[src/rtl/ssf_defs.svh]
`ifndef SSF_DEFS_SVH
`define SSF_DEFS_SVH

// register addresses on the serial read port
`define SSF_ADDR_ALIAS   8'h00
`define SSF_ADDR_P_MSB   8'h01
`define SSF_ADDR_P_CSB   8'h02
`define SSF_ADDR_P_LSB   8'h03
`define SSF_ADDR_T_MSB   8'h04
`define SSF_ADDR_T_LSB   8'h05
`define SSF_ADDR_STATUS  8'h06
`define SSF_ADDR_FDATA   8'h0e

// status bit positions
`define SSF_BIT_ANY_OW   7
`define SSF_BIT_PRESS_OW 6
`define SSF_BIT_TEMP_OW  5
`define SSF_BIT_RSVD_HI  4
`define SSF_BIT_ANY_RDY  3
`define SSF_BIT_PRESS_RDY 2
`define SSF_BIT_TEMP_RDY 1
`define SSF_BIT_RSVD_LO  0

// reset and fill values
`define SSF_STATUS_RST   8'h00
`define SSF_BYTE_ZERO    8'h00
`define SSF_NIBBLE_ZERO  4'h0

// fifo mode encodings
`define SSF_FMODE_OFF    2'h0
`define SSF_FMODE_CIRC   2'h1
`define SSF_FMODE_STOP   2'h2

`endif

[src/rtl/ssf_pkg.sv]
package ssf_pkg;
  `include "ssf_defs.svh"

  typedef enum logic [1:0] {
    fmode_off  = `SSF_FMODE_OFF,
    fmode_circ = `SSF_FMODE_CIRC,
    fmode_stop = `SSF_FMODE_STOP
  } ssf_fmode_t;

  typedef logic [7:0] ssf_byte_t;
endpackage

[src/rtl/ssf_flag_pair.sv]
`timescale 1ns/1ps
module ssf_flag_pair (
  // clock and reset
  input  wire logic clk,
  input  wire logic sys_rst,
  // acquisition events
  input  wire logic enable,
  input  wire logic sample_done,
  // retrieval by the host
  input  wire logic retrieve,
  // flags
  output logic      ready_flag,
  output logic      overwrite_flag
);
  logic event_hit;

  assign event_hit = enable && sample_done;

  // set wins over a retrieval in the same cycle
  always_ff @(posedge clk) begin
    if (sys_rst) begin
      ready_flag <= 1'b0;
    end else if (event_hit) begin
      ready_flag <= 1'b1;
    end else if (retrieve) begin
      ready_flag <= 1'b0;
    end
  end

  always_ff @(posedge clk) begin
    if (sys_rst) begin
      overwrite_flag <= 1'b0;
    end else if (event_hit && ready_flag) begin
      overwrite_flag <= 1'b1;
    end else if (retrieve) begin
      overwrite_flag <= 1'b0;
    end
  end
endmodule

[src/rtl/ssf_read_decode.sv]
`timescale 1ns/1ps
`include "ssf_defs.svh"
module ssf_read_decode (
  // register read request
  input  wire logic              reg_rd,
  input  wire logic [7:0]        reg_addr,
  input  wire ssf_pkg::ssf_fmode_t fifo_mode,
  // decoded results
  output logic                   fifo_on,
  output logic                   clr_press,
  output logic                   clr_temp,
  output logic                   addr_hit
);
  import ssf_pkg::*;

  function automatic logic addr_is(input logic [7:0] a, input logic [7:0] b);
    addr_is = (a == b);
  endfunction

  always_comb begin
    fifo_on   = (fifo_mode != fmode_off);
    clr_press = 1'b0;
    clr_temp  = 1'b0;
    if (reg_rd) begin
      if (fifo_on) begin
        if (addr_is(reg_addr, `SSF_ADDR_P_MSB) || addr_is(reg_addr, `SSF_ADDR_FDATA)) begin
          clr_press = 1'b1;
          clr_temp  = 1'b1;
        end
      end else begin
        clr_press = addr_is(reg_addr, `SSF_ADDR_P_MSB);
        clr_temp  = addr_is(reg_addr, `SSF_ADDR_T_MSB);
      end
    end
    addr_hit = (reg_addr <= `SSF_ADDR_STATUS) || addr_is(reg_addr, `SSF_ADDR_FDATA);
  end
endmodule

[src/rtl/ssf_sample_status.sv]
`timescale 1ns/1ps
`include "ssf_defs.svh"
module ssf_sample_status #(
  parameter int PRESS_W = 20,
  parameter int TEMP_W  = 12
) (
  // clock and reset
  input  wire logic                clk,
  input  wire logic                sys_rst,
  // acquisition engine
  input  wire logic                press_done,
  input  wire logic                temp_done,
  input  wire logic [PRESS_W-1:0]  press_result,
  input  wire logic [PRESS_W-1:0]  alt_result,
  input  wire logic [TEMP_W-1:0]   temp_result,
  // configuration bits
  input  wire logic                ready_event_enable,
  input  wire logic                press_event_enable,
  input  wire logic                temp_event_enable,
  input  wire logic                altimeter_select,
  input  wire ssf_pkg::ssf_fmode_t fifo_mode,
  // fifo side
  input  wire logic [7:0]          fifo_status,
  input  wire logic [7:0]          fifo_data,
  // register read port
  input  wire logic                reg_rd,
  input  wire logic [7:0]          reg_addr,
  output logic [7:0]               reg_rd_data,
  output logic                     reg_rd_valid,
  output logic                     reg_rd_hit,
  // status view
  output logic [7:0]               sample_status_reg
);
  import ssf_pkg::*;

  logic               press_ready_flag;
  logic               press_overwrite_flag;
  logic               temp_ready_flag;
  logic               temp_overwrite_flag;
  logic               any_ready_flag;
  logic               any_overwrite_flag;
  logic               fifo_on;
  logic               clr_press;
  logic               clr_temp;
  logic               addr_hit;
  logic               any_done;
  logic [PRESS_W-1:0] press_data;
  logic [TEMP_W-1:0]  temp_data;
  ssf_byte_t          p_msb_byte;
  ssf_byte_t          p_csb_byte;
  ssf_byte_t          p_lsb_byte;
  ssf_byte_t          t_msb_byte;
  ssf_byte_t          t_lsb_byte;
  ssf_byte_t          next_rd_data;

  assign any_done = press_done || temp_done;

  // read decode and retrieval strobes
  ssf_read_decode u_decode (
    .reg_rd    (reg_rd),
    .reg_addr  (reg_addr),
    .fifo_mode (fifo_mode),
    .fifo_on   (fifo_on),
    .clr_press (clr_press),
    .clr_temp  (clr_temp),
    .addr_hit  (addr_hit)
  );

  // per-type and combined flag cells
  ssf_flag_pair u_press (
    .clk            (clk),
    .sys_rst        (sys_rst),
    .enable         (press_event_enable),
    .sample_done    (press_done),
    .retrieve       (clr_press),
    .ready_flag     (press_ready_flag),
    .overwrite_flag (press_overwrite_flag)
  );

  ssf_flag_pair u_temp (
    .clk            (clk),
    .sys_rst        (sys_rst),
    .enable         (temp_event_enable),
    .sample_done    (temp_done),
    .retrieve       (clr_temp),
    .ready_flag     (temp_ready_flag),
    .overwrite_flag (temp_overwrite_flag)
  );

  ssf_flag_pair u_any (
    .clk            (clk),
    .sys_rst        (sys_rst),
    .enable         (ready_event_enable),
    .sample_done    (any_done),
    .retrieve       (clr_press || clr_temp),
    .ready_flag     (any_ready_flag),
    .overwrite_flag (any_overwrite_flag)
  );

  // live sample registers, altitude or pressure by mode
  always_ff @(posedge clk) begin
    if (sys_rst) begin
      press_data <= '0;
    end else if (press_done) begin
      press_data <= altimeter_select ? alt_result : press_result;
    end
  end

  always_ff @(posedge clk) begin
    if (sys_rst) begin
      temp_data <= '0;
    end else if (temp_done) begin
      temp_data <= temp_result;
    end
  end

  // byte views of the samples, low nibble of lsb reads zero
  assign p_msb_byte = press_data[PRESS_W-1 -: 8];
  assign p_csb_byte = press_data[PRESS_W-9 -: 8];
  assign p_lsb_byte = {press_data[PRESS_W-17 -: 4], `SSF_NIBBLE_ZERO};
  assign t_msb_byte = temp_data[TEMP_W-1 -: 8];
  assign t_lsb_byte = {temp_data[TEMP_W-9 -: 4], `SSF_NIBBLE_ZERO};

  // status assembly, reserved bits tied low
  always_comb begin
    sample_status_reg                     = `SSF_STATUS_RST;
    sample_status_reg[`SSF_BIT_ANY_OW]    = any_overwrite_flag;
    sample_status_reg[`SSF_BIT_PRESS_OW]  = press_overwrite_flag;
    sample_status_reg[`SSF_BIT_TEMP_OW]   = temp_overwrite_flag;
    sample_status_reg[`SSF_BIT_ANY_RDY]   = any_ready_flag;
    sample_status_reg[`SSF_BIT_PRESS_RDY] = press_ready_flag;
    sample_status_reg[`SSF_BIT_TEMP_RDY]  = temp_ready_flag;
  end

  // read mux, area a depends on fifo mode
  always_comb begin
    next_rd_data = `SSF_BYTE_ZERO;
    case (reg_addr)
      `SSF_ADDR_ALIAS: begin
        next_rd_data = fifo_on ? fifo_status : sample_status_reg;
      end
      `SSF_ADDR_P_MSB: begin
        next_rd_data = fifo_on ? fifo_data : p_msb_byte;
      end
      `SSF_ADDR_P_CSB: begin
        next_rd_data = fifo_on ? `SSF_BYTE_ZERO : p_csb_byte;
      end
      `SSF_ADDR_P_LSB: begin
        next_rd_data = fifo_on ? `SSF_BYTE_ZERO : p_lsb_byte;
      end
      `SSF_ADDR_T_MSB: begin
        next_rd_data = fifo_on ? `SSF_BYTE_ZERO : t_msb_byte;
      end
      `SSF_ADDR_T_LSB: begin
        next_rd_data = fifo_on ? `SSF_BYTE_ZERO : t_lsb_byte;
      end
      `SSF_ADDR_STATUS: begin
        next_rd_data = sample_status_reg;
      end
      `SSF_ADDR_FDATA: begin
        next_rd_data = fifo_data;
      end
      default: begin
        next_rd_data = `SSF_BYTE_ZERO;
      end
    endcase
  end

  // read answer one cycle after the request
  always_ff @(posedge clk) begin
    if (sys_rst) begin
      reg_rd_data <= `SSF_BYTE_ZERO;
    end else if (reg_rd) begin
      reg_rd_data <= next_rd_data;
    end
  end

  always_ff @(posedge clk) begin
    if (sys_rst) begin
      reg_rd_valid <= 1'b0;
      reg_rd_hit   <= 1'b0;
    end else begin
      reg_rd_valid <= reg_rd;
      reg_rd_hit   <= reg_rd && addr_hit;
    end
  end
endmodule

[config.mk]
export PLATFORM = sky130hd
export DESIGN_NAME = ssf_sample_status
export DESIGN_NICKNAME = d
export VERILOG_FILES = /design/src/rtl/ssf_pkg.sv /design/src/rtl/ssf_flag_pair.sv /design/src/rtl/ssf_read_decode.sv /design/src/rtl/ssf_sample_status.sv
export VERILOG_INCLUDE_DIRS = /design/src /design/src/rtl
export SDC_FILE = /design/constraint.sdc
export NUM_CORES = 1
export LEC_CHECK = 0
export BUFFER_PORTS_ARGS = -buffer_cell sky130_fd_sc_hd__clkbuf_2
export CELL_PAD_IN_SITES_DETAIL_PLACEMENT = 0
export CELL_PAD_IN_SITES_GLOBAL_PLACEMENT = 1
export CORE_AREA = 2 2 88 90
export CTS_CLUSTER_SIZE = 25
export DETAILED_ROUTE_END_ITERATION = 16
export DIE_AREA = 0 0 90 92
export PLACE_DENSITY = 0.92
export SETUP_SLACK_MARGIN = 0.05
export SYNTH_ARGS = -nofsm -noshare
export SYNTH_HDL_FRONTEND = slang
export SYNTH_HIERARCHICAL = 1
export SYNTH_SLANG_ARGS = --single-unit
[constraint.sdc]
create_clock -name clk -period 3.19 [get_ports clk]
set_clock_uncertainty 0.1 [all_clocks]
set_input_delay 0.638 -clock clk [delete_from_list [all_inputs] [get_ports clk]]
set_output_delay 0.638 -clock clk [all_outputs]
set_load 0.02 [all_outputs]
### Word-level counts from Yosys, hierarchy flattened

Cells that the tools add are included.

| storage, ports and cells | value |
|---|---|
| flip-flop bits (word level) | 48 |
| logic and storage cells | 60 |

| operators by class | value |
|---|---|
| mux-type cells | 22 |
| order comparisons | 1 |
| equality and inequality tests | 7 |
| reduce and logical (&&, ||, !) cells | 19 |

Operator list:

| kind | number |
|---|---|
| $pmux W8 S8 | 1 |
| $mux W8 | 6 |
| $eq A8 B3 Y1 const B | 3 |
| $mux W20 | 1 |
| $eq A8 B2 Y1 const B | 2 |
| $mux W1 | 14 |
| $reduce_bool A2 Y1 | 7 |
| $eq A8 B1 Y1 const B | 1 |
| $eq A8 B4 Y1 const B | 1 |
| $le A8 B3 Y1 const B | 1 |
| $logic_not A8 Y1 | 1 |
| $logic_and A1 B1 Y1 | 7 |
| $logic_or A1 B1 Y1 | 4 |

### Logic depth before layout (Yosys ltp)

| depth | value |
|---|---|
| depth after elaboration | 8 |
| mapped depth | 7 |

### By module

Netlist, hierarchy kept.

By module, submodules not included:

| module | area each (µm²) | cells each | seq. area each (µm²) | times used |
|---|---|---|---|---|
| ssf_sample_status | 2432.3 | 251 | 840.8 | 1 |
| ssf_flag_pair | 75.1 | 8 | 40.0 | 3 |
| ssf_read_decode | 108.9 | 17 | 0.0 | 1 |

### Least setup slack after synthesis

No wires, ideal clock.

| timing path | value |
|---|---|
| path kind | input to register |
| start point | input fifo_mode[1] |
| end point | register reg_rd_data[6] |
| path slack | 1.044 ns |
| cell stages on the path | 6 |
| required time | 3.010 ns |
| arrival time | 1.967 ns |
| cells stage by stage | or2_1 buf_6 buf_12 or3_1 a2111o_1 o211ai_1 |

| on the way | value |
|---|---|
| longest elaborated chain between the ends | 3 |
| elaborated cells between the ends (all ways) | 8 |

RTL lines:

| item | RTL line | source |
|---|---|---|
| start: declaration | ssf_sample_status.sv:21 | `input wire ssf_pkg::ssf_fmode_t fifo_mode,` |
| $reduce_bool A2 Y1 (*) | ssf_read_decode.sv:21 | `fifo_on = (fifo_mode != fmode_off);` |
| $mux W8, or another cell as far along | ssf_sample_status.sv:155 | `` next_rd_data = fifo_on ? `SSF_BYTE_ZERO : t_lsb_byte; `` |
| $pmux W8 S8 (*) | ssf_sample_status.sv:138 | `case (reg_addr)` |
| end signal: assignment | ssf_sample_status.sv:172 | `` reg_rd_data <= `SSF_BYTE_ZERO; `` |
| end signal: assignment | ssf_sample_status.sv:174 | `reg_rd_data <= next_rd_data;` |
| end: declaration | ssf_sample_status.sv:28 | `output logic [7:0] reg_rd_data,` |

Every way passes the cells marked *; elsewhere a longest branch is shown, timed or not.
A chain may end at the register's enable or synchronous reset.

### Worst setup path after layout

| timing path | value |
|---|---|
| start point | input fifo_mode[0] |
| end point | register reg_rd_data[2] |

| on the way | value |
|---|---|
| longest elaborated chain between the ends | 3 |
| elaborated cells between the ends (all ways) | 6 |

RTL lines:

| item | RTL line | source |
|---|---|---|
| $reduce_bool A2 Y1 (*) | ssf_read_decode.sv:21 |  |
| net fifo_on | ssf_sample_status.sv:42 | `logic fifo_on;` |
| $mux W8 (on tied branches) | - |  |
| $pmux W8 S8 (*) | ssf_sample_status.sv:138 |  |

The timed path passes the listed nets; every way through them passes the cells marked *.

==> results.md <==
* Switch share at 26.82%
* Vias in the first global route at 2313
* Seq cells post-synth at 48
* Iter 0 DRT Violations at 117
* Top Layer Used: met4
* Most common cell after layout, fill and taps aside: clkbuf_2
* R2r setup slk at 1.70 ns
* DRT antenna net count at 0
* DR WL/cell at around 15 µm
* Clk slew on worst S/H paths at roughly 0.1 ns
* Pre-antenna DRT Iters at 4
* Post-synthesis cell count at 292
* Largest net degree at the start of global routing at 44
* Crit path kind: in -> reg
* Least-Margin Pin Slew at 0.8449 ns
* Async S/R FF share, synth at 0%
* Hold Vio Cnt, Final at 0
* Number of buffers created by CTS at 5
* DR vias at 2428
* Final period util at approximately three quarters
* H-tree depth at 2
* Root Buffer: clkbuf_8
* Status: completed
* Metal2 WL at 3312 µm
* Min-delay src: reg_rd_data[0]
* Placer Congestion at 0.8163
* Row count at 32
* Worst r2r src: u_press/ready_flag
* Max stage delay cell, worst path: or2_1
* Synth Flop Type: dfxtp_1
* Clock power frac at 33.5%
* Initial Util at 37.15%
* Layout cell share with drive strength beyond 1 at 36.34%
* Worst min path class: reg -> reg
* Tmin final at 2.346 ns
* PwrDens at 403.1 nW/µm²
* Crit path DAT at 2.43 ns
* CP Capture Type: flop
* RSZ-0062 raised after global routing: false
* Layout fillers at 759
* CP required at roughly 3.3 ns
* Met1 Wirelength at 3130 µm
* Combinational power share at approximately 18%
* DRC errors left at 0
* Routed vias/inst at 5.069
* Dpl hpwl at 5438 µm
* Core Region at 7447 µm²
* CP peak stage delay at 0.65 ns
* DIE HEIGHT at a little over 90 µm
* Sequential Power Share at 48.5%
* GRT Resource Usage Total at 16.71%
* Met3 wire length at 361 µm
* CTS tree: built
* Pre-CTS setup slack at 0.5059 ns
* Final WL at 6959 µm
* Die footprint at 8280 µm²
* MaxCap Viol Count at 0
* Post-Syn Area per Cell at 9.474 µm²
* Hold_buf cts at 0
* Antenna fix cells at 0
* Startpoint Class: input port
* Worst r2r path cells at 4
* WHS Endpoint: reg_rd_data[0]
* Worst hold stages at 2
* Grt total ovfl at 0
* Final setup viols at 0
* Max Clk Rate at 426.2 MHz
* Ports at 105
* Global-route wire length before repair at 11070 µm
* Slew Limit Headroom at roughly 44%
* Clk buf depth at 2
* Max Slew Vio Count at 0
* Worst skew pair latency at 0.31 ns
* Port Buffers at roughly 100
* Synth warn at 6
* Area Overhead vs Synth at 20.71%
* Post-CTS Setup Inserts at 0
* Sink Count at 48
* Mapped Area at 2766 µm²
* Sequential fraction of the synthesis area at 34.74%
* Chip width at 90 µm
* Psw at 0.3611 mW
* Maximum VDD drop at 0.0001640 V
* Leak at approximately 1.5 nW
* Total negative slack at 0 ns
* Nets at 463
* Reg2Reg Capture Point: reg_rd_data[2]
* PostCTS Resize Cnt at 0
* Most frequent cells in the layout: 102 x clkbuf_2, 48 x dfxtp_1, 44 x mux2i_1
* Final WS setup at 0.8435 ns
* Initial antenna violation count at 0
* Int Power at 0.9850 mW
* Unique masters post-synth at 49
* Worst-path cell chain: clkbuf_2 > or2_1 > mux4_2 > and2_1 > a211oi_1 > o21ai_1
* Maximum net fanout on the critical path at 17
* Post-synth EDFFs at 0
-- sequential cells by signal, summed over array words and instances, names as in the netlist --
register,flops
press_data,20
temp_data,12
reg_rd_data,8
reg_rd_hit,1
reg_rd_valid,1
u_any/overwrite_flag,1
u_any/ready_flag,1
u_press/overwrite_flag,1
u_press/ready_flag,1
u_temp/overwrite_flag,1
u_temp/ready_flag,1
-- per-stage QoR --
step / hold slack [ns] / cell area [µm²] / cells / total power [mW] / utilization (%)
finish: 0.3662 / 3339 / 479 / 1.346 / 44.84
global route: 0.3760 / 3339 / 479 / 1.409 / 44.84
CTS: 0.3679 / 3339 / 479 / 1.354 / 44.84
detailed placement: 0.3542 / 3224 / 471 / 0.9106 / 43.30
global placement: 0.3409 / 3224 / 471 / 0.9054 / 43.30
floorplan: 0.3510 / 2770 / 293 / 0.8265 / -
-- metal layers --
| metal | GRT usage [%] | vias to the layer above |
|---|---|---|
| met5 | 0 | - |
| li1 | - | 1228 |
| met1 | 20.96 | 1106 |
| met3 | 3.698 | 13 |
| met4 | 5.769 | 0 |
| met2 | 28.45 | 81 |
-- power by group through the flow --
stage,registers [mW],logic [mW],clock network (mW)
floorplan,0.660,0.166,0
global placement,0.665,0.240,0
detailed placement,0.666,0.245,0
CTS,0.652,0.246,0.456
global route,0.656,0.269,0.484
finish,0.652,0.243,0.450
-- kinds of logic (layout without fill, tap and decap cells) --
family	Yosys count	after routing	synth area share (%)
multiplexers	54	54	22.16
flip-flops	48	48	34.74
other	1	2	0.1356
buffers and inverters	28	112	7.192
AND/OR/NAND/NOR	103	103	20.26
AO/OA/AOI/OAI	58	58	15.51
-- worst max path at each step --
stage                  from             end  slack [ns]  cells after the start
6_report       fifo_mode[0]  reg_rd_data[2]        0.84                      6
5_1_grt        fifo_mode[0]  reg_rd_data[3]        0.69                      6
4_1_cts        fifo_mode[0]  reg_rd_data[2]        0.83                      6
3_5_place_dp   fifo_mode[0]  reg_rd_data[2]        0.51                      6
3_3_place_gp   fifo_mode[1]  reg_rd_data[3]        0.55                      6
2_1_floorplan  fifo_mode[1]  reg_rd_data[6]        1.04                      6
-- synth_stat cells, types with 3 or more instances --
cell type	instances	area share [%]
buf_4	8	2.2
nand2_1	16	2.2
dfxtp_1	48	35
clkbuf_1	10	1.4
nand3_1	7	1.3
and2b_2	3	0.95
and2_1	5	1.1
a221oi_1	3	0.95
a21oi_1	5	0.90
a22o_1	4	1.3
mux4_2	4	3.3
mux2i_1	44	16
buf_2	4	0.72
nand2b_1	8	1.8
a21oi_2	3	0.95
o21ai_1	6	1.1
o22ai_1	3	0.68
a211oi_1	23	6.2
mux2_2	5	2.0
buf_6	3	1.2
nor2_1	42	5.7
-- final cells by class --
cell class	count	area [µm²]	share of cell area, %
multi-input combinational	217	1610	48.22
sequential	48	960.9	28.77
timing repair buffer	104	525.5	15.74
tap	102	127.6	3.822
clock buffer	5	68.82	2.061
clock inverter	3	46.29	1.386
-- critical path: cells and delay by family --
family | cells | cell delay (ns)
compound gates | 2 | 0.30
mux | 1 | 0.58
simple gates | 2 | 0.81
buf+inv | 1 | 0.09
(Power assumes the default switching activity.)
